## src/design/spz_params.svh

```systemverilog
// Register indices, field positions, reset values and timing counts of the serial port
`ifndef SPZ_PARAMS_SVH
`define SPZ_PARAMS_SVH

// Register indices; byte address is four times the index
`define SPZ_IDX_CTRL     8'h98
`define SPZ_IDX_DATA     8'h99
`define SPZ_IDX_RELL     8'hAA
`define SPZ_IDX_RELH     8'hBA
`define SPZ_IDX_BSEL     8'hD8
`define SPZ_IDX_PCTL     8'hE0
`define SPZ_ADDR_PAD     2'h0

// Reset values
`define SPZ_CTRL_RST     8'h00
`define SPZ_DATA_RST     8'h00
`define SPZ_RELL_RST     8'hD9
`define SPZ_RELH_RST     8'h03
`define SPZ_BSEL_RST     8'h00
`define SPZ_PCTL_RST     8'h00
`define SPZ_REL_CNT_RST  10'h3D9

// Control register fields, then the BSEL and PCTL bits
`define SPZ_MODE_HI      7
`define SPZ_MODE_LO      6
`define SPZ_MP           5
`define SPZ_REN          4
`define SPZ_TB8          3
`define SPZ_RB8          2
`define SPZ_TI           1
`define SPZ_RI           0
`define SPZ_GEN_SEL      7
`define SPZ_SMOD         7

// Mode field encodings
`define SPZ_MODE_SHIFT   2'h0
`define SPZ_MODE_UART8   2'h1
`define SPZ_MODE_FIX9    2'h2
`define SPZ_MODE_VAR9    2'h3

// Timing counts
`define SPZ_SHIFT_DIV    4'hC
`define SPZ_SHIFT_LAST   (`SPZ_SHIFT_DIV - 4'h1)
`define SPZ_SHIFT_RISE   (`SPZ_SHIFT_DIV / 4'h2 - 4'h1)
`define SPZ_OVS_LAST     4'hF
`define SPZ_OVS_MID      4'h7
`define SPZ_PRESC_SLOW   2'h3
`define SPZ_PRESC_FAST   2'h1
`define SPZ_REL_TOP      10'h3FF
`define SPZ_M0_LAST_BIT  4'h7
`define SPZ_STOP_IDX8    4'h9
`define SPZ_STOP_IDX9    4'hA
`define SPZ_RX_LAST8     4'h7
`define SPZ_RX_LAST9     4'h8

`endif

```

## src/design/spz_pkg.sv

```systemverilog
// State types of the serial port
package spz_pkg;
  typedef enum logic [1:0] {TX_IDLE, TX_UART, TX_SHIFT} spz_tx_state_t;
  typedef enum logic [1:0] {RX_IDLE, RX_START, RX_DATA, RX_STOP} spz_rx_state_t;
endpackage

```

## src/design/spz_serial_port.sv

```systemverilog
// Serial port zero with APB register access
`timescale 1ns/1ps
`include "spz_params.svh"

module spz_serial_port
  import spz_pkg::*;
(
  // Clock and reset
  input  wire logic        pclk,
  input  wire logic        presetn,
  // APB slave
  input  wire logic        psel,
  input  wire logic        penable,
  input  wire logic        pwrite,
  input  wire logic [11:0] paddr,
  input  wire logic [31:0] pwdata,
  output logic      [31:0] prdata,
  output logic             pready,
  output logic             pslverr,
  // Baud source from timer 1
  input  wire logic        timer1_overflow,
  // Serial pins
  input  wire logic        rxd_in,
  output logic             rxd_out,
  output logic             rxd_oe,
  output logic             txd
);

  function automatic logic reg_hit(input logic [11:0] a, input logic [7:0] idx);
    return a == {`SPZ_ADDR_PAD, idx, `SPZ_ADDR_PAD};
  endfunction

  logic [7:0]    ctrl_reg;
  logic [7:0]    rx_buf_reg;
  logic [7:0]    rell_reg;
  logic [7:0]    relh_reg;
  logic [7:0]    bsel_reg;
  logic [7:0]    pctl_reg;
  logic [31:0]   prdata_reg;
  logic          pready_reg;
  logic          pslverr_reg;
  logic [31:0]   rd_next;
  logic [1:0]    presc_reg;
  logic [9:0]    rel_cnt_reg;
  logic          t1_half_reg;
  spz_tx_state_t tx_state_reg;
  logic [10:0]   tx_shift_reg;
  logic [3:0]    tx_ovs_reg;
  logic [3:0]    tx_idx_reg;
  logic [3:0]    cyc_reg;
  logic          m0_rx_reg;
  logic          txd_reg;
  logic          rxd_out_reg;
  logic          rxd_oe_reg;
  spz_rx_state_t rx_state_reg;
  logic [8:0]    rx_shift_reg;
  logic [3:0]    rx_ovs_reg;
  logic [3:0]    rx_bit_reg;
  logic          rxd_prev_reg;

  // Bus phases: one wait state, the write lands on the completing edge
  wire logic bus_access = psel && penable && !pready_reg;
  wire logic commit     = psel && penable && pready_reg;
  wire logic wr         = commit && pwrite;
  wire logic hit_ctrl   = reg_hit(paddr, `SPZ_IDX_CTRL);
  wire logic hit_data   = reg_hit(paddr, `SPZ_IDX_DATA);
  wire logic hit_rell   = reg_hit(paddr, `SPZ_IDX_RELL);
  wire logic hit_relh   = reg_hit(paddr, `SPZ_IDX_RELH);
  wire logic hit_bsel   = reg_hit(paddr, `SPZ_IDX_BSEL);
  wire logic hit_pctl   = reg_hit(paddr, `SPZ_IDX_PCTL);
  wire logic mapped     = hit_ctrl || hit_data || hit_rell || hit_relh || hit_bsel || hit_pctl;
  wire logic wr_data    = wr && hit_data;

  wire logic [1:0] mode  = ctrl_reg[`SPZ_MODE_HI:`SPZ_MODE_LO];
  wire logic nine        = ctrl_reg[`SPZ_MODE_HI];
  wire logic mp          = ctrl_reg[`SPZ_MP];
  wire logic ren         = ctrl_reg[`SPZ_REN];
  wire logic ri          = ctrl_reg[`SPZ_RI];
  wire logic smod        = pctl_reg[`SPZ_SMOD];
  wire logic gen_sel     = bsel_reg[`SPZ_GEN_SEL];
  wire logic [9:0] reload = {relh_reg[1:0], rell_reg};

  assign prdata  = prdata_reg;
  assign pready  = pready_reg;
  assign pslverr = pslverr_reg;
  assign txd     = txd_reg;
  assign rxd_out = rxd_out_reg;
  assign rxd_oe  = rxd_oe_reg;

  always_comb begin
    rd_next = 32'h0000_0000;
    if (hit_ctrl) begin
      rd_next[7:0] = ctrl_reg;
    end else if (hit_data) begin
      rd_next[7:0] = rx_buf_reg;
    end else if (hit_rell) begin
      rd_next[7:0] = rell_reg;
    end else if (hit_relh) begin
      rd_next[7:0] = relh_reg;
    end else if (hit_bsel) begin
      rd_next[7:0] = {gen_sel, 7'h00};
    end else if (hit_pctl) begin
      rd_next[7:0] = {smod, 7'h00};
    end
  end

  always_ff @(posedge pclk or negedge presetn) begin
    if (!presetn) begin
      pready_reg  <= 1'b0;
      pslverr_reg <= 1'b0;
      prdata_reg  <= 32'h0000_0000;
    end else begin
      pready_reg  <= bus_access;
      pslverr_reg <= bus_access && !mapped;
      prdata_reg  <= (bus_access && !pwrite) ? rd_next : 32'h0000_0000;
    end
  end

  always_ff @(posedge pclk or negedge presetn) begin
    if (!presetn) begin
      rell_reg <= `SPZ_RELL_RST;
      relh_reg <= `SPZ_RELH_RST;
      bsel_reg <= `SPZ_BSEL_RST;
      pctl_reg <= `SPZ_PCTL_RST;
    end else begin
      if (wr && hit_rell) begin
        rell_reg <= pwdata[7:0];
      end
      if (wr && hit_relh) begin
        relh_reg <= pwdata[7:0];
      end
      if (wr && hit_bsel) begin
        bsel_reg <= {pwdata[`SPZ_GEN_SEL], 7'h00};
      end
      if (wr && hit_pctl) begin
        pctl_reg <= {pwdata[`SPZ_SMOD], 7'h00};
      end
    end
  end

  // Baud tick at sixteen times the bit rate, derived from pclk or from the timer 1 overflow
  wire logic presc_tick = presc_reg == (smod ? `SPZ_PRESC_FAST : `SPZ_PRESC_SLOW);
  wire logic gen_tick   = presc_tick && (rel_cnt_reg == `SPZ_REL_TOP);
  wire logic t1_tick    = timer1_overflow && (smod || t1_half_reg);
  wire logic var_mode   = mode[0];
  wire logic fix_mode   = mode == `SPZ_MODE_FIX9;
  wire logic tick       = fix_mode ? presc_tick :
                          var_mode ? (gen_sel ? gen_tick : t1_tick) : 1'b0;

  always_ff @(posedge pclk or negedge presetn) begin
    if (!presetn) begin
      presc_reg   <= 2'h0;
      rel_cnt_reg <= `SPZ_REL_CNT_RST;
      t1_half_reg <= 1'b0;
    end else begin
      presc_reg <= presc_tick ? 2'h0 : presc_reg + 2'h1;
      if (presc_tick) begin
        rel_cnt_reg <= (rel_cnt_reg == `SPZ_REL_TOP) ? reload : rel_cnt_reg + 10'h001;
      end
      if (timer1_overflow) begin
        t1_half_reg <= !t1_half_reg;
      end
    end
  end

  // Transmit and shift-mode engine
  wire logic [3:0] stop_idx = nine ? `SPZ_STOP_IDX9 : `SPZ_STOP_IDX8;
  wire logic tx_bit_end     = tick && (tx_ovs_reg == `SPZ_OVS_LAST);
  wire logic tx_enter_stop  = (tx_state_reg == TX_UART) && tx_bit_end
                              && (tx_idx_reg == stop_idx - 4'h1);
  wire logic m0_last        = (tx_state_reg == TX_SHIFT) && (cyc_reg == `SPZ_SHIFT_LAST)
                              && (tx_idx_reg == `SPZ_M0_LAST_BIT);
  wire logic ti_set         = tx_enter_stop || (m0_last && !m0_rx_reg);
  wire logic m0_ri_set      = m0_last && m0_rx_reg;

  always_ff @(posedge pclk or negedge presetn) begin
    if (!presetn) begin
      tx_state_reg <= TX_IDLE;
      tx_shift_reg <= 11'h000;
      tx_ovs_reg   <= 4'h0;
      tx_idx_reg   <= 4'h0;
      cyc_reg      <= 4'h0;
      m0_rx_reg    <= 1'b0;
      txd_reg      <= 1'b1;
      rxd_out_reg  <= 1'b1;
      rxd_oe_reg   <= 1'b0;
    end else begin
      case (tx_state_reg)
        TX_IDLE: begin
          tx_ovs_reg <= 4'h0;
          tx_idx_reg <= 4'h0;
          cyc_reg    <= 4'h0;
          if (wr_data && mode == `SPZ_MODE_SHIFT) begin
            tx_state_reg <= TX_SHIFT;
            m0_rx_reg    <= 1'b0;
            tx_shift_reg <= {3'h7, pwdata[7:0]};
            txd_reg      <= 1'b0;
            rxd_out_reg  <= pwdata[0];
            rxd_oe_reg   <= 1'b1;
          end else if (wr_data) begin
            tx_state_reg <= TX_UART;
            tx_shift_reg <= {1'b1, nine ? ctrl_reg[`SPZ_TB8] : 1'b1,
                             pwdata[7:0], 1'b0};
            txd_reg      <= 1'b0;
          end else if (mode == `SPZ_MODE_SHIFT && ren && !ri) begin
            tx_state_reg <= TX_SHIFT;
            m0_rx_reg    <= 1'b1;
            txd_reg      <= 1'b0;
            rxd_oe_reg   <= 1'b0;
          end
        end
        TX_UART: begin
          if (tick) begin
            tx_ovs_reg <= tx_ovs_reg + 4'h1;
          end
          if (tx_bit_end && tx_idx_reg == stop_idx) begin
            tx_state_reg <= TX_IDLE;
            txd_reg      <= 1'b1;
          end else if (tx_bit_end) begin
            tx_idx_reg   <= tx_idx_reg + 4'h1;
            tx_shift_reg <= {1'b1, tx_shift_reg[10:1]};
            txd_reg      <= tx_shift_reg[1];
          end
        end
        TX_SHIFT: begin
          cyc_reg <= (cyc_reg == `SPZ_SHIFT_LAST) ? 4'h0 : cyc_reg + 4'h1;
          if (cyc_reg == `SPZ_SHIFT_RISE) begin
            txd_reg <= 1'b1;
            if (m0_rx_reg) begin
              tx_shift_reg <= {tx_shift_reg[10:8], rxd_in, tx_shift_reg[7:1]};
            end
          end
          if (m0_last) begin
            tx_state_reg <= TX_IDLE;
            txd_reg      <= 1'b1;
            rxd_out_reg  <= 1'b1;
            rxd_oe_reg   <= 1'b0;
          end else if (cyc_reg == `SPZ_SHIFT_LAST) begin
            tx_idx_reg <= tx_idx_reg + 4'h1;
            txd_reg    <= 1'b0;
            if (!m0_rx_reg) begin
              tx_shift_reg <= {1'b1, tx_shift_reg[10:1]};
              rxd_out_reg  <= tx_shift_reg[1];
            end
          end
        end
        default: begin
          tx_state_reg <= TX_IDLE;
        end
      endcase
    end
  end

  // UART receiver, sampling once at mid-bit on the sixteen-times tick
  wire logic rx_sample     = tick && (rx_ovs_reg == `SPZ_OVS_LAST);
  wire logic [7:0] rx_data = nine ? rx_shift_reg[7:0] : rx_shift_reg[8:1];
  wire logic rx_ninth      = nine ? rx_shift_reg[8] : rxd_in;
  // Without multiprocessor handling every frame is taken once the flag is free
  wire logic rx_accept     = !ri && (!mp || rx_ninth);
  wire logic uart_ri_set   = (rx_state_reg == RX_STOP) && rx_sample && rx_accept;
  wire logic ri_set        = uart_ri_set || m0_ri_set;
  wire logic [3:0] rx_last = nine ? `SPZ_RX_LAST9 : `SPZ_RX_LAST8;

  always_ff @(posedge pclk or negedge presetn) begin
    if (!presetn) begin
      rx_state_reg <= RX_IDLE;
      rx_shift_reg <= 9'h000;
      rx_ovs_reg   <= 4'h0;
      rx_bit_reg   <= 4'h0;
      rxd_prev_reg <= 1'b1;
    end else begin
      rxd_prev_reg <= rxd_in;
      if (tick) begin
        rx_ovs_reg <= rx_ovs_reg + 4'h1;
      end
      if (!ren || mode == `SPZ_MODE_SHIFT) begin
        rx_state_reg <= RX_IDLE;
      end else begin
        case (rx_state_reg)
          RX_IDLE: begin
            if (rxd_prev_reg && !rxd_in) begin
              rx_state_reg <= RX_START;
              rx_ovs_reg   <= 4'h0;
            end
          end
          RX_START: begin
            if (tick && rx_ovs_reg == `SPZ_OVS_MID) begin
              rx_ovs_reg   <= 4'h0;
              rx_bit_reg   <= 4'h0;
              // A start bit that is high again at mid-bit was a glitch
              rx_state_reg <= rxd_in ? RX_IDLE : RX_DATA;
            end
          end
          RX_DATA: begin
            if (rx_sample) begin
              rx_shift_reg <= {rxd_in, rx_shift_reg[8:1]};
              rx_bit_reg   <= rx_bit_reg + 4'h1;
              if (rx_bit_reg == rx_last) begin
                rx_state_reg <= RX_STOP;
              end
            end
          end
          RX_STOP: begin
            if (rx_sample) begin
              rx_state_reg <= RX_IDLE;
            end
          end
          default: begin
            rx_state_reg <= RX_IDLE;
          end
        endcase
      end
    end
  end

  always_ff @(posedge pclk or negedge presetn) begin
    if (!presetn) begin
      rx_buf_reg <= `SPZ_DATA_RST;
    end else if (uart_ri_set) begin
      rx_buf_reg <= rx_data;
    end else if (m0_ri_set) begin
      rx_buf_reg <= tx_shift_reg[7:0];
    end
  end

  // Hardware sets win over a software write in the same cycle
  always_ff @(posedge pclk or negedge presetn) begin
    if (!presetn) begin
      ctrl_reg <= `SPZ_CTRL_RST;
    end else begin
      if (wr && hit_ctrl) begin
        ctrl_reg <= pwdata[7:0];
      end
      if (uart_ri_set) begin
        ctrl_reg[`SPZ_RB8] <= rx_ninth;
      end
      if (ti_set) begin
        ctrl_reg[`SPZ_TI] <= 1'b1;
      end
      if (ri_set) begin
        ctrl_reg[`SPZ_RI] <= 1'b1;
      end
    end
  end

  a_pready_pulse: assert property (@(posedge pclk) disable iff (!presetn)
    pready_reg |=> !pready_reg) else $error("pready held more than one cycle");
  a_ti_sticky: assert property (@(posedge pclk) disable iff (!presetn)
    ctrl_reg[`SPZ_TI] && !(wr && hit_ctrl) |=> ctrl_reg[`SPZ_TI])
    else $error("transmit done cleared without software");
  a_ri_sticky: assert property (@(posedge pclk) disable iff (!presetn)
    ctrl_reg[`SPZ_RI] && !(wr && hit_ctrl) |=> ctrl_reg[`SPZ_RI])
    else $error("receive done cleared without software");
  a_start_low: assert property (@(posedge pclk) disable iff (!presetn)
    tx_state_reg == TX_IDLE && wr_data && mode != `SPZ_MODE_SHIFT |=> !txd_reg)
    else $error("frame did not open with a low start bit");
  a_ti_at_stop: assert property (@(posedge pclk) disable iff (!presetn)
    $rose(ctrl_reg[`SPZ_TI]) && tx_state_reg == TX_UART |-> txd_reg)
    else $error("transmit done not at start of stop bit");
  a_mp_filter: assert property (@(posedge pclk) disable iff (!presetn)
    uart_ri_set && nine && mp |=> ctrl_reg[`SPZ_RB8])
    else $error("multiprocessor frame taken with ninth bit zero");
  a_ren_blocks: assert property (@(posedge pclk) disable iff (!presetn)
    !ren |=> rx_state_reg == RX_IDLE) else $error("receiver ran while disabled");
  a_fixed_rate: assert property (@(posedge pclk) disable iff (!presetn)
    (fix_mode && !smod && tick) ##1 (fix_mode && !smod && !tick) [*3] ##1 (fix_mode && !smod)
    |-> tick) else $error("fixed rate tick not every four cycles");
  a_idle_lines: assert property (@(posedge pclk) disable iff (!presetn)
    tx_state_reg == TX_IDLE |-> txd_reg && !rxd_oe_reg)
    else $error("lines not released when idle");

endmodule

```

## config.mk

```make
export PLATFORM = sky130hd
export DESIGN_NAME = spz_serial_port
export DESIGN_NICKNAME = d
export VERILOG_FILES = /design/src/design/spz_pkg.sv /design/src/design/spz_serial_port.sv
export VERILOG_INCLUDE_DIRS = /design/src /design/src/design
export SDC_FILE = /design/constraint.sdc
export NUM_CORES = 1
export LEC_CHECK = 0
export ABC_AREA = 1
export BUFFER_PORTS_ARGS = -buffer_cell sky130_fd_sc_hd__buf_2
export CORE_MARGIN = 10
export CORE_UTILIZATION = 35
export CTS_CLUSTER_SIZE = 14
export DETAILED_ROUTE_END_ITERATION = 8
export HOLD_SLACK_MARGIN = 0.03
export PLACE_DENSITY = 0.61
export SKIP_LAST_GASP = 1
export SLEW_MARGIN = 10
export SYNTH_ARGS = -nofsm -noshare
export SYNTH_HDL_FRONTEND = slang
export SYNTH_SLANG_ARGS = --single-unit
export TNS_END_PERCENT = 100
```

## constraint.sdc

```tcl
create_clock -name pclk -period 5.3 [get_ports pclk]
set_input_delay 1.325 -clock pclk [delete_from_list [all_inputs] [get_ports pclk]]
set_output_delay 1.325 -clock pclk [all_outputs]
set_load 0.03 [all_outputs]
```

# After elaboration in Yosys (flattened, before gate mapping)
# Cells that the tools add are included.
# word_totals
register_bits	106
latchBits	0
ramBits	0
mem_bits_ro	0
inputBits	51
output_inout_bits	37
wordCells	244
memories	0
# op_classes
add_sub_neg	8
n_mul	0
n_div	0
n_lt_le_gt_ge	0
eq_ne	47
n_shift	0
muxes	86
bitwise_logic	1
reduce_logical	73
# op_table
cell	n
$mux 8	12
$mux 11	7
$eq 12x10->1 const B	6
$mux 4	13
$pmux 11 s3	1
$pmux 4 s2	4
$logic_and 1x1->1	31
$mux 2	15
$mux 1	26
$ne 3x3->1 const B	8
$add 4x1->4 const B	5
$reduce_and 4->1	5
$ne 2x2->1 const B	8
$reduce_bool 2->1	8
$eq 4x3->1 const B	3
$eq 4x4->1	3
$eq 4x4->1 const B	3
$pmux 4 s3	1
$add 10x1->10 const B	1
$eq 10x10->1 const B	1
$logic_or 1x1->1	10
$mux 10	1
$reduce_and 5->1	2
$logic_not 1->1	9
other kinds (19)	32

# Logic depth before layout (Yosys ltp)
# Gate-level depths: netlist of the first run.
# depth
word_depth	11
ltp_mapped	14
mapped_depth_nobuf	14

# Worst setup path after synthesis of the first run
# No wires, ideal clock.
# synth_timing
path_type	input port to flip-flop
start	in paddr[11]
end	reg ctrl_reg[7]
setup_time_ps	130
t_arrival_ps	2479
required_time_ps	5170
path_slack_ps	2691
cell_stages	9
path_buffers	1
path_cell_list	nor2_1 nand2_1 nor2_2 inv_1 nor2_2 nand2_1 clkbuf_1 nand2_1 o21ai_1
# synth_between
elab_chain_cells	2
# synth_rtl
element	line	rtl
start, declared	spz_serial_port.sv:15	input wire logic [11:0] paddr,
$eq 12x10->1	spz_serial_port.sv:30	return a == {`SPZ_ADDR_PAD, idx, `SPZ_ADDR_PAD};
$logic_and 1x1->1	spz_serial_port.sv:331	if (wr && hit_ctrl) begin
end signal, assigned	spz_serial_port.sv:329	ctrl_reg <= `SPZ_CTRL_RST;
end signal, assigned	spz_serial_port.sv:332	ctrl_reg <= pwdata[7:0];
end signal, assigned by index	spz_serial_port.sv:335	ctrl_reg[`SPZ_RB8] <= rx_ninth;
end, declared	spz_serial_port.sv:33	logic [7:0] ctrl_reg;
# Every way passes these cells.
# A chain may end at the register's enable or synchronous reset.

# Final worst setup path of the first run
# layout_timing
start	reg rel_cnt_reg[0]
end	reg rx_buf_reg[7]
# layout_between
elab_chain_cells	9
word_cells_on_any_way	10
classes_between	1 x eq/ne; 4 x mux; 5 x reduce/logical
# layout_rtl
element	line	rtl
start, declared	spz_serial_port.sv:44	logic [9:0] rel_cnt_reg;
start signal, assigned	spz_serial_port.sv:153	rel_cnt_reg <= `SPZ_REL_CNT_RST;
start signal, assigned	spz_serial_port.sv:158	rel_cnt_reg <= (rel_cnt_reg == `SPZ_REL_TOP) ? reload : rel_cnt_reg + 10'h001;
$eq 10x10->1 (no line) (*)	n/a	
$logic_and 1x1->1 (*)	spz_serial_port.sv:143	wire logic gen_tick = presc_tick && (rel_cnt_reg == `SPZ_REL_TOP);
$mux 1 (*) (2 in a row)	spz_serial_port.sv:148	var_mode ? (gen_sel ? gen_tick : t1_tick) : 1'b0;
$mux 1 (*)	spz_serial_port.sv:147	wire logic tick = fix_mode ? presc_tick :
$logic_and 1x1->1 (*)	spz_serial_port.sv:255	wire logic rx_sample = tick && (rx_ovs_reg == `SPZ_OVS_LAST);
$logic_and 1x1->1 (*) (2 in a row)	spz_serial_port.sv:260	wire logic uart_ri_set = (rx_state_reg == RX_STOP) && rx_sample && rx_accept;
$mux 8 / $reduce_bool 2->1 (equally long branches)	n/a	
end signal, assigned	spz_serial_port.sv:318	rx_buf_reg <= `SPZ_DATA_RST;
end signal, assigned	spz_serial_port.sv:320	rx_buf_reg <= rx_data;
end signal, assigned	spz_serial_port.sv:322	rx_buf_reg <= tx_shift_reg[7:0];
end, declared	spz_serial_port.sv:34	logic [7:0] rx_buf_reg;
# Every way passes the cells marked *; elsewhere a longest branch is shown, timed or not.

==> results of run 1 <==
[cells in the mapped netlist (8+ instances only)]
library cell | instances | area share
a21oi_1 | 33 | 0.026
buf_4 | 24 | 0.029
clkbuf_1 | 11 | 0.0066
dfrtp_1 | 89 | 0.36
dfstp_2 | 17 | 0.071
ha_1 | 11 | 0.022
inv_1 | 87 | 0.052
nand2_1 | 240 | 0.14
nand3_1 | 76 | 0.061
nand4_1 | 8 | 0.0080
nor2_1 | 40 | 0.024
nor2_2 | 8 | 0.0080
nor3_1 | 9 | 0.0072
o211ai_1 | 11 | 0.013
o21ai_0 | 36 | 0.029
o21ai_1 | 46 | 0.037
o21ai_2 | 10 | 0.014
xor2_1 | 8 | 0.011
[routing by layer]
metal	vias up	share of wire	GRT usage
met1	2520	0.49	0.185
met5	-	0	0
met3	18	0.048	0.0304
met2	126	0.45	0.209
li1	2733	-	-
met4	0	0.016	0.0427
[worst max path at each step]
| stage | startpoint | to | slack, ns |
|---|---|---|---|
| 5_1_grt | paddr[11] | tx_shift_reg[1]$_DFFE_PN0P_ | 1.97 |
| 3_5_place_dp | paddr[11] | tx_shift_reg[3]$_DFFE_PN0P_ | 1.95 |
| 6_report | rel_cnt_reg[0]$_DFFE_PN1N_ | rx_buf_reg[7]$_DFFE_PN0P_ | 2.28 |
| 2_1_floorplan | paddr[11] | ctrl_reg[7]$_DFFE_PN0P_ | 2.69 |
| 3_3_place_gp | paddr[11] | tx_shift_reg[6]$_DFFE_PN0P_ | 1.93 |
| 4_1_cts | rel_cnt_reg[0]$_DFFE_PN1N_ | rx_buf_reg[7]$_DFFE_PN0P_ | 2.29 |
[through the flow]
step | area [sq um] | hold WS, ns
CTS | 6880 | 0.471
global route | 6880 | 0.498
global placement | 6580 | 0.454
finish | 6880 | 0.467
detailed placement | 6580 | 0.455
floorplan | 6360 | 0.441
[final cells by class]
type | instances | area [sq um] | area share
Clock inverter | 5 | 45.0 | 0.00655
Sequential cell | 106 | 2670 | 0.389
Multi-Input combinational cell | 608 | 3050 | 0.443
Inverter | 96 | 363 | 0.0528
Clock buffer | 11 | 254 | 0.0369
Tap cell | 225 | 282 | 0.0409
Timing Repair Buffer | 41 | 213 | 0.0309
[critical path, stage by stage (launching register included)]
cell	delay, ns
dfstp_2	0.56
ha_1	0.17
nand2_1	0.10
nor2_2	0.15
nand2_1	0.07
nor2_1	0.64
nand2_2	0.12
nand2_4	0.17
nand2_4	0.08
inv_4	0.13
nand3_1	0.29
nand2_1	0.17
inv_2	0.10
nand2_1	0.07
nand3_1	0.07
[power breakdown]
part	switching, mW	internal [mW]	leakage [nW]
Combinational	0.367	0.171	1.74
Sequential	0.0768	0.888	1.37
Clock	0.326	0.355	0.143
[kinds of logic (layout without fill, tap and decap cells)]
family / after synthesis / count (layout)
and+or+nand+nor: 405 / 405
AOI/OAI and AO/OA: 157 / 157
buffers and inverters: 138 / 153
DFF: 106 / 106
adders and majority gates: 11 / 11
xor gates and xnor gates: 11 / 11
other: 1 / 24
==> results.py, run 1 <==
metrics = {
    "die": {
        "num_rows": 48,
        "die_y_um": 154,
        "core_sq_um": 17400,
        "initial_core_util": 0.360,
        "io_pins": 88,
        "die_area_sq_um": 23700,
        "die_x_um": 154,
    },
    "final_layout": {
        "fin_cells": 1092,
        "final_common_cell": "nand2_1",
        "syn_to_final_growth_pct": 9.63,
        "fin_util": 0.395,
        "fillers": 1824,
        "num_antenna_cells": 0,
        "layout-drive-gt1-share": 0.137,
        "nets": 924,
        "mostFrequentLayoutCells": "nand2_1 (240), dfrtp_1 (89), inv_1 (87)",
        "largest_register_ffs": 11,
    },
    "worst_hold_path": {
        "whs_path_depth": 2,
        "hold_path.class": "reg2reg",
        "worstHoldStart": "txd$_DFFE_PN1P_",
        "min_to": "txd$_DFFE_PN1P_",
    },
    "detailed_routing": {
        "vias": 5397,
        "final_antenna_net_count": 0,
        "drc": 0,
        "via_per_inst": 4.94,
        "drtPass1Iterations": 6,
        "first_iter_violations": 512,
        "detail_route.wl_per_cell_um": 14.4,
        "drt_wl_total_mm": 15.7,
    },
    "yosys": {
        "synth-edff-count": 0,
        "ys_warn_count": 0,
        "synth_fa_ha_area_frac": 0.0219,
        "synth-seq-area-share": 0.426,
        "synth.cell_area_sq_um": 6270,
        "synth_top_family_by_area": "simple AND/OR/NAND/NOR gates",
        "avgSynthCellArea_sq_um": 7.57,
        "ys.flop_type": "dfrtp_1",
        "syn-instance-count": 829,
        "ys_ff_latch": 106,
        "synth_cell_types": 46,
        "synthXorXnorAreaFrac": 0.0154,
        "synthSimpleGateAreaFrac": 0.292,
        "synth-async-reset-ratio": 1.00,
        "muxShareOfSynthArea": 0,
        "synth_compound_area_frac": 0.143,
    },
    "global_route": {
        "grt.overflow.total": 0,
        "grt_pass1_vias": 5200,
        "antenna_found_initial": 0,
        "grt_pass1_wl_mm": 26.7,
        "grt_max_degree": 79,
        "grt_usage": 0.136,
    },
    "sta": {
        "timing.fmax_ghz": 0.331,
        "fin_ws_ns": 2.28,
        "finalSetupTns_ns": 0,
        "worst_pin_slew_ns": 1.02,
        "period_needed_ns": 3.02,
        "hold_violations": 0,
        "slew_headroom": 0.320,
        "rsz0062_at_grt": "no",
        "setup_violations": 0,
        "finClkSkew_ns": 0.0120,
        "finalCritPeriodShare": 0.570,
        "slew_viol_final": 0,
    },
    "clock_tree": {
        "clock-sinks": 106,
        "post_cts_resize_count": 0,
        "clkLatencyLatePin_ns": 0.36,
        "cts_buffers": 9,
        "postCtsSetupBuffers": 0,
        "cts_tree": "built",
        "cts.path.max_buffers": 2,
        "clk_pin_slew_ns": 0.08,
        "holdBufCountCts": 0,
        "cts-htree-levels": 3,
        "cts-root-buf": "clkbuf_16",
    },
    "setup_path": {
        "rrSetupSlack_ns": 2.28,
        "reg2reg_depth": 14,
        "cp.required_ns": 5.54,
        "criticalPathCategory": "reg2reg",
        "regToRegStartpoint": "rel_cnt_reg[0]$_DFFE_PN1N_",
        "cp_max_fo": 11,
        "reg2reg_to": "rx_buf_reg[7]$_DFFE_PN0P_",
        "worstSetupEndpointType": "register",
        "cp-start-kind": "register",
        "worstPathArrival_ns": 3.26,
    },
    "placed_design": {
        "placed_cells": 1076,
        "place_ws_ns": 1.95,
        "dpl.hpwl_mm": 11.7,
        "place.gp.congestion": 0.895,
        "io_buffers": 39,
    },
    "flow_run": {
        "drv_cap": 0,
    },
    "power_and_ir_drop": {
        "powerDensity_nw_per_um2": 317,
        "vdd_ir_drop_max_uv": 192,
        "p_leak_nw": 3.25,
        "finalPower_mw": 2.18,
    },
    "outcome": {
        "status": "finished, final reports clean",
    },
}
Power figures use the tool's default switching activity.
==> run 2: changes to the inputs <==
Settings changed: PLACE_DENSITY 0.61 to 0.63.
Clock period 5.3 ns to 2.75 ns, I/O delays scaled along.
==> run 2 against run 1 <==
Net effect: total power increased by 92%; utilization grew 0.64 points; largest power group unchanged; sequential cell count is the same; die area did not move; cell area grew 1.6%.
==> results.py, run 2 (synthesis results as in run 1) <==
metrics = {
    "global_route": {
        "grt.overflow.total": 0,
        "grt_pass1_vias": 5021,
        "antenna_found_initial": 0,
        "grt_max_degree": 74,
        "grt_usage": 0.130,
        "grt_pass1_wl_mm": 25.6,
    },
    "sta": {
        "slew_headroom": 0.628,
        "finalSetupTns_ns": 0,
        "slew_viol_final": 0,
        "period_needed_ns": 2.42,
        "timing.fmax_ghz": 0.412,
        "finalCritPeriodShare": 0.882,
        "finClkSkew_ns": 0.0104,
        "worst_pin_slew_ns": 0.556,
        "setup_violations": 0,
        "rsz0062_at_grt": "no",
        "hold_violations": 0,
    },
    "detailed_routing": {
        "drt_wl_total_mm": 15.5,
        "via_per_inst": 4.88,
        "drtPass1Iterations": 5,
        "first_iter_violations": 527,
        "detail_route.wl_per_cell_um": 14.0,
        "vias": 5400,
        "drc": 0,
        "final_antenna_net_count": 0,
    },
    "placed_design": {
        "dpl.hpwl_mm": 11.7,
        "place.gp.congestion": 0.866,
        "io_buffers": 39,
    },
    "die": {
        "io_pins": 88,
        "die_y_um": 154,
        "core_sq_um": 17400,
        "num_rows": 48,
        "die_x_um": 154,
        "initial_core_util": 0.360,
        "die_area_sq_um": 23700,
    },
    "clock_tree": {
        "cts-htree-levels": 3,
        "holdBufCountCts": 0,
        "cts_tree": "built",
        "cts_buffers": 9,
        "clkLatencyLatePin_ns": 0.36,
        "clock-sinks": 106,
        "clk_pin_slew_ns": 0.07,
        "postCtsSetupBuffers": 0,
        "cts.path.max_buffers": 2,
        "cts-root-buf": "clkbuf_16",
        "post_cts_resize_count": 0,
    },
    "setup_path": {
        "path_buf_inv": 2,
        "crit_top_cell": "nand2_1",
        "worstSetupEndpointType": "register",
        "cp-start-kind": "register",
        "regToRegStartpoint": "rel_cnt_reg[0]$_DFFE_PN1N_",
        "criticalPathCategory": "reg2reg",
        "rrSetupSlack_ns": 0.33,
        "reg2reg_to": "rx_buf_reg[2]$_DFFE_PN0P_",
        "critical_path.max_stage_delay_ns": 0.56,
        "worstPathArrival_ns": 2.65,
        "worstPathCellList": "ha_1 > nand2_1 > nor2_2 > nand2_1 > nor2_1 > nand2_2 > nand2_4 > nand2_4 > inv_4 > nand3_2 > nand2_1 > inv_2 > nand2_1 > nand3_1",
        "slowest_stage": "dfstp_2",
        "cp_max_fo": 11,
        "cp_top_family": "simple AND/OR/NAND/NOR gates",
        "reg2reg_depth": 14,
        "cp.required_ns": 2.98,
    },
    "final_layout": {
        "layout-drive-gt1-share": 0.152,
        "fin_util": 0.401,
        "fillers": 1815,
        "num_antenna_cells": 0,
        "syn_to_final_growth_pct": 11.4,
        "nets": 938,
        "mostFrequentLayoutCells": "nand2_1 (240), dfrtp_1 (89), inv_1 (87)",
        "final_common_cell": "nand2_1",
        "largest_register_ffs": 11,
    },
    "power_and_ir_drop": {
        "p_leak_nw": 3.32,
        "finalPower_mw": 4.19,
        "powerDensity_nw_per_um2": 599,
        "vdd_ir_drop_max_uv": 443,
    },
    "worst_hold_path": {
        "hold_path.class": "in2async",
    },
    "outcome": {
        "status": "finished, final reports clean",
    },
    "flow_run": {
        "drv_cap": 0,
    },
}
## run 2: cell count changes in the layout (fill, tap and decap cells not counted), sizes merged
cell,change
clkinv,-1
buf,+14
inv,+1
## run 2: stage by stage
step	std cells	cell area [sq um]	setup slack (ns)	hold WS (ns)
after detailed placement	1090	6700	0.247	0.452
after CTS	1106	6980	0.232	0.362
after global routing	1106	6990	0.110	0.370
after global placement	1090	6700	0.259	0.453
final	1106	6990	0.325	0.336
after floorplan	852	6360	0.779	0.392
## run 2: worst max path at each step
stage	end	start	depth (start not counted)	slack, ns
after floorplan	ctrl_reg[7]$_DFFE_PN0P_	paddr[11]	9	0.78
after global routing	rx_buf_reg[2]$_DFFE_PN0P_	rel_cnt_reg[0]$_DFFE_PN1N_	14	0.11
after detailed placement	rx_buf_reg[6]$_DFFE_PN0P_	rel_cnt_reg[0]$_DFFE_PN1N_	14	0.25
final	rx_buf_reg[2]$_DFFE_PN0P_	rel_cnt_reg[0]$_DFFE_PN1N_	14	0.33
after CTS	rx_buf_reg[4]$_DFFE_PN0P_	rel_cnt_reg[0]$_DFFE_PN1N_	14	0.23
after global placement	rx_buf_reg[1]$_DFFE_PN0P_	rel_cnt_reg[0]$_DFFE_PN1N_	14	0.26
## run 2: final cells by class
class	instances	area, sq um	share of cell area
well taps	225	282	0.0403
clock inverters	5	45.0	0.00644
inverters	96	363	0.0519
flip-flops and latches	106	2670	0.383
repair buffers	55	330	0.0473
multi-input cells	608	3050	0.437
clock buffers	11	243	0.0347
## run 2: worst register-to-register path: stages, from the launching register on
cell	delay, ns
dfstp_2	0.56
ha_1	0.17
nand2_1	0.10
nor2_2	0.16
nand2_1	0.07
nor2_1	0.25
nand2_2	0.11
nand2_4	0.13
nand2_4	0.09
inv_4	0.12
nand3_2	0.18
nand2_1	0.14
inv_2	0.09
nand2_1	0.07
nand3_1	0.06
## run 2: power by group
group          switching, mW  internal (mW)  leakage (nW)  total [mW]
Sequential             0.145           1.71          1.37        1.86
Combinational          0.721          0.346          1.81        1.07
Clock                  0.609          0.655         0.139        1.26
## run 2: routing by layer
layer  GRT usage  vias up  wire length, um  part of all wire
met3      0.0285       16              816             0.053
met2       0.197      133             7030              0.45
met4      0.0459        0              271             0.018
met5           0        -                0                 0
met1       0.178     2489             7370              0.48
li1            -     2762                -                 -
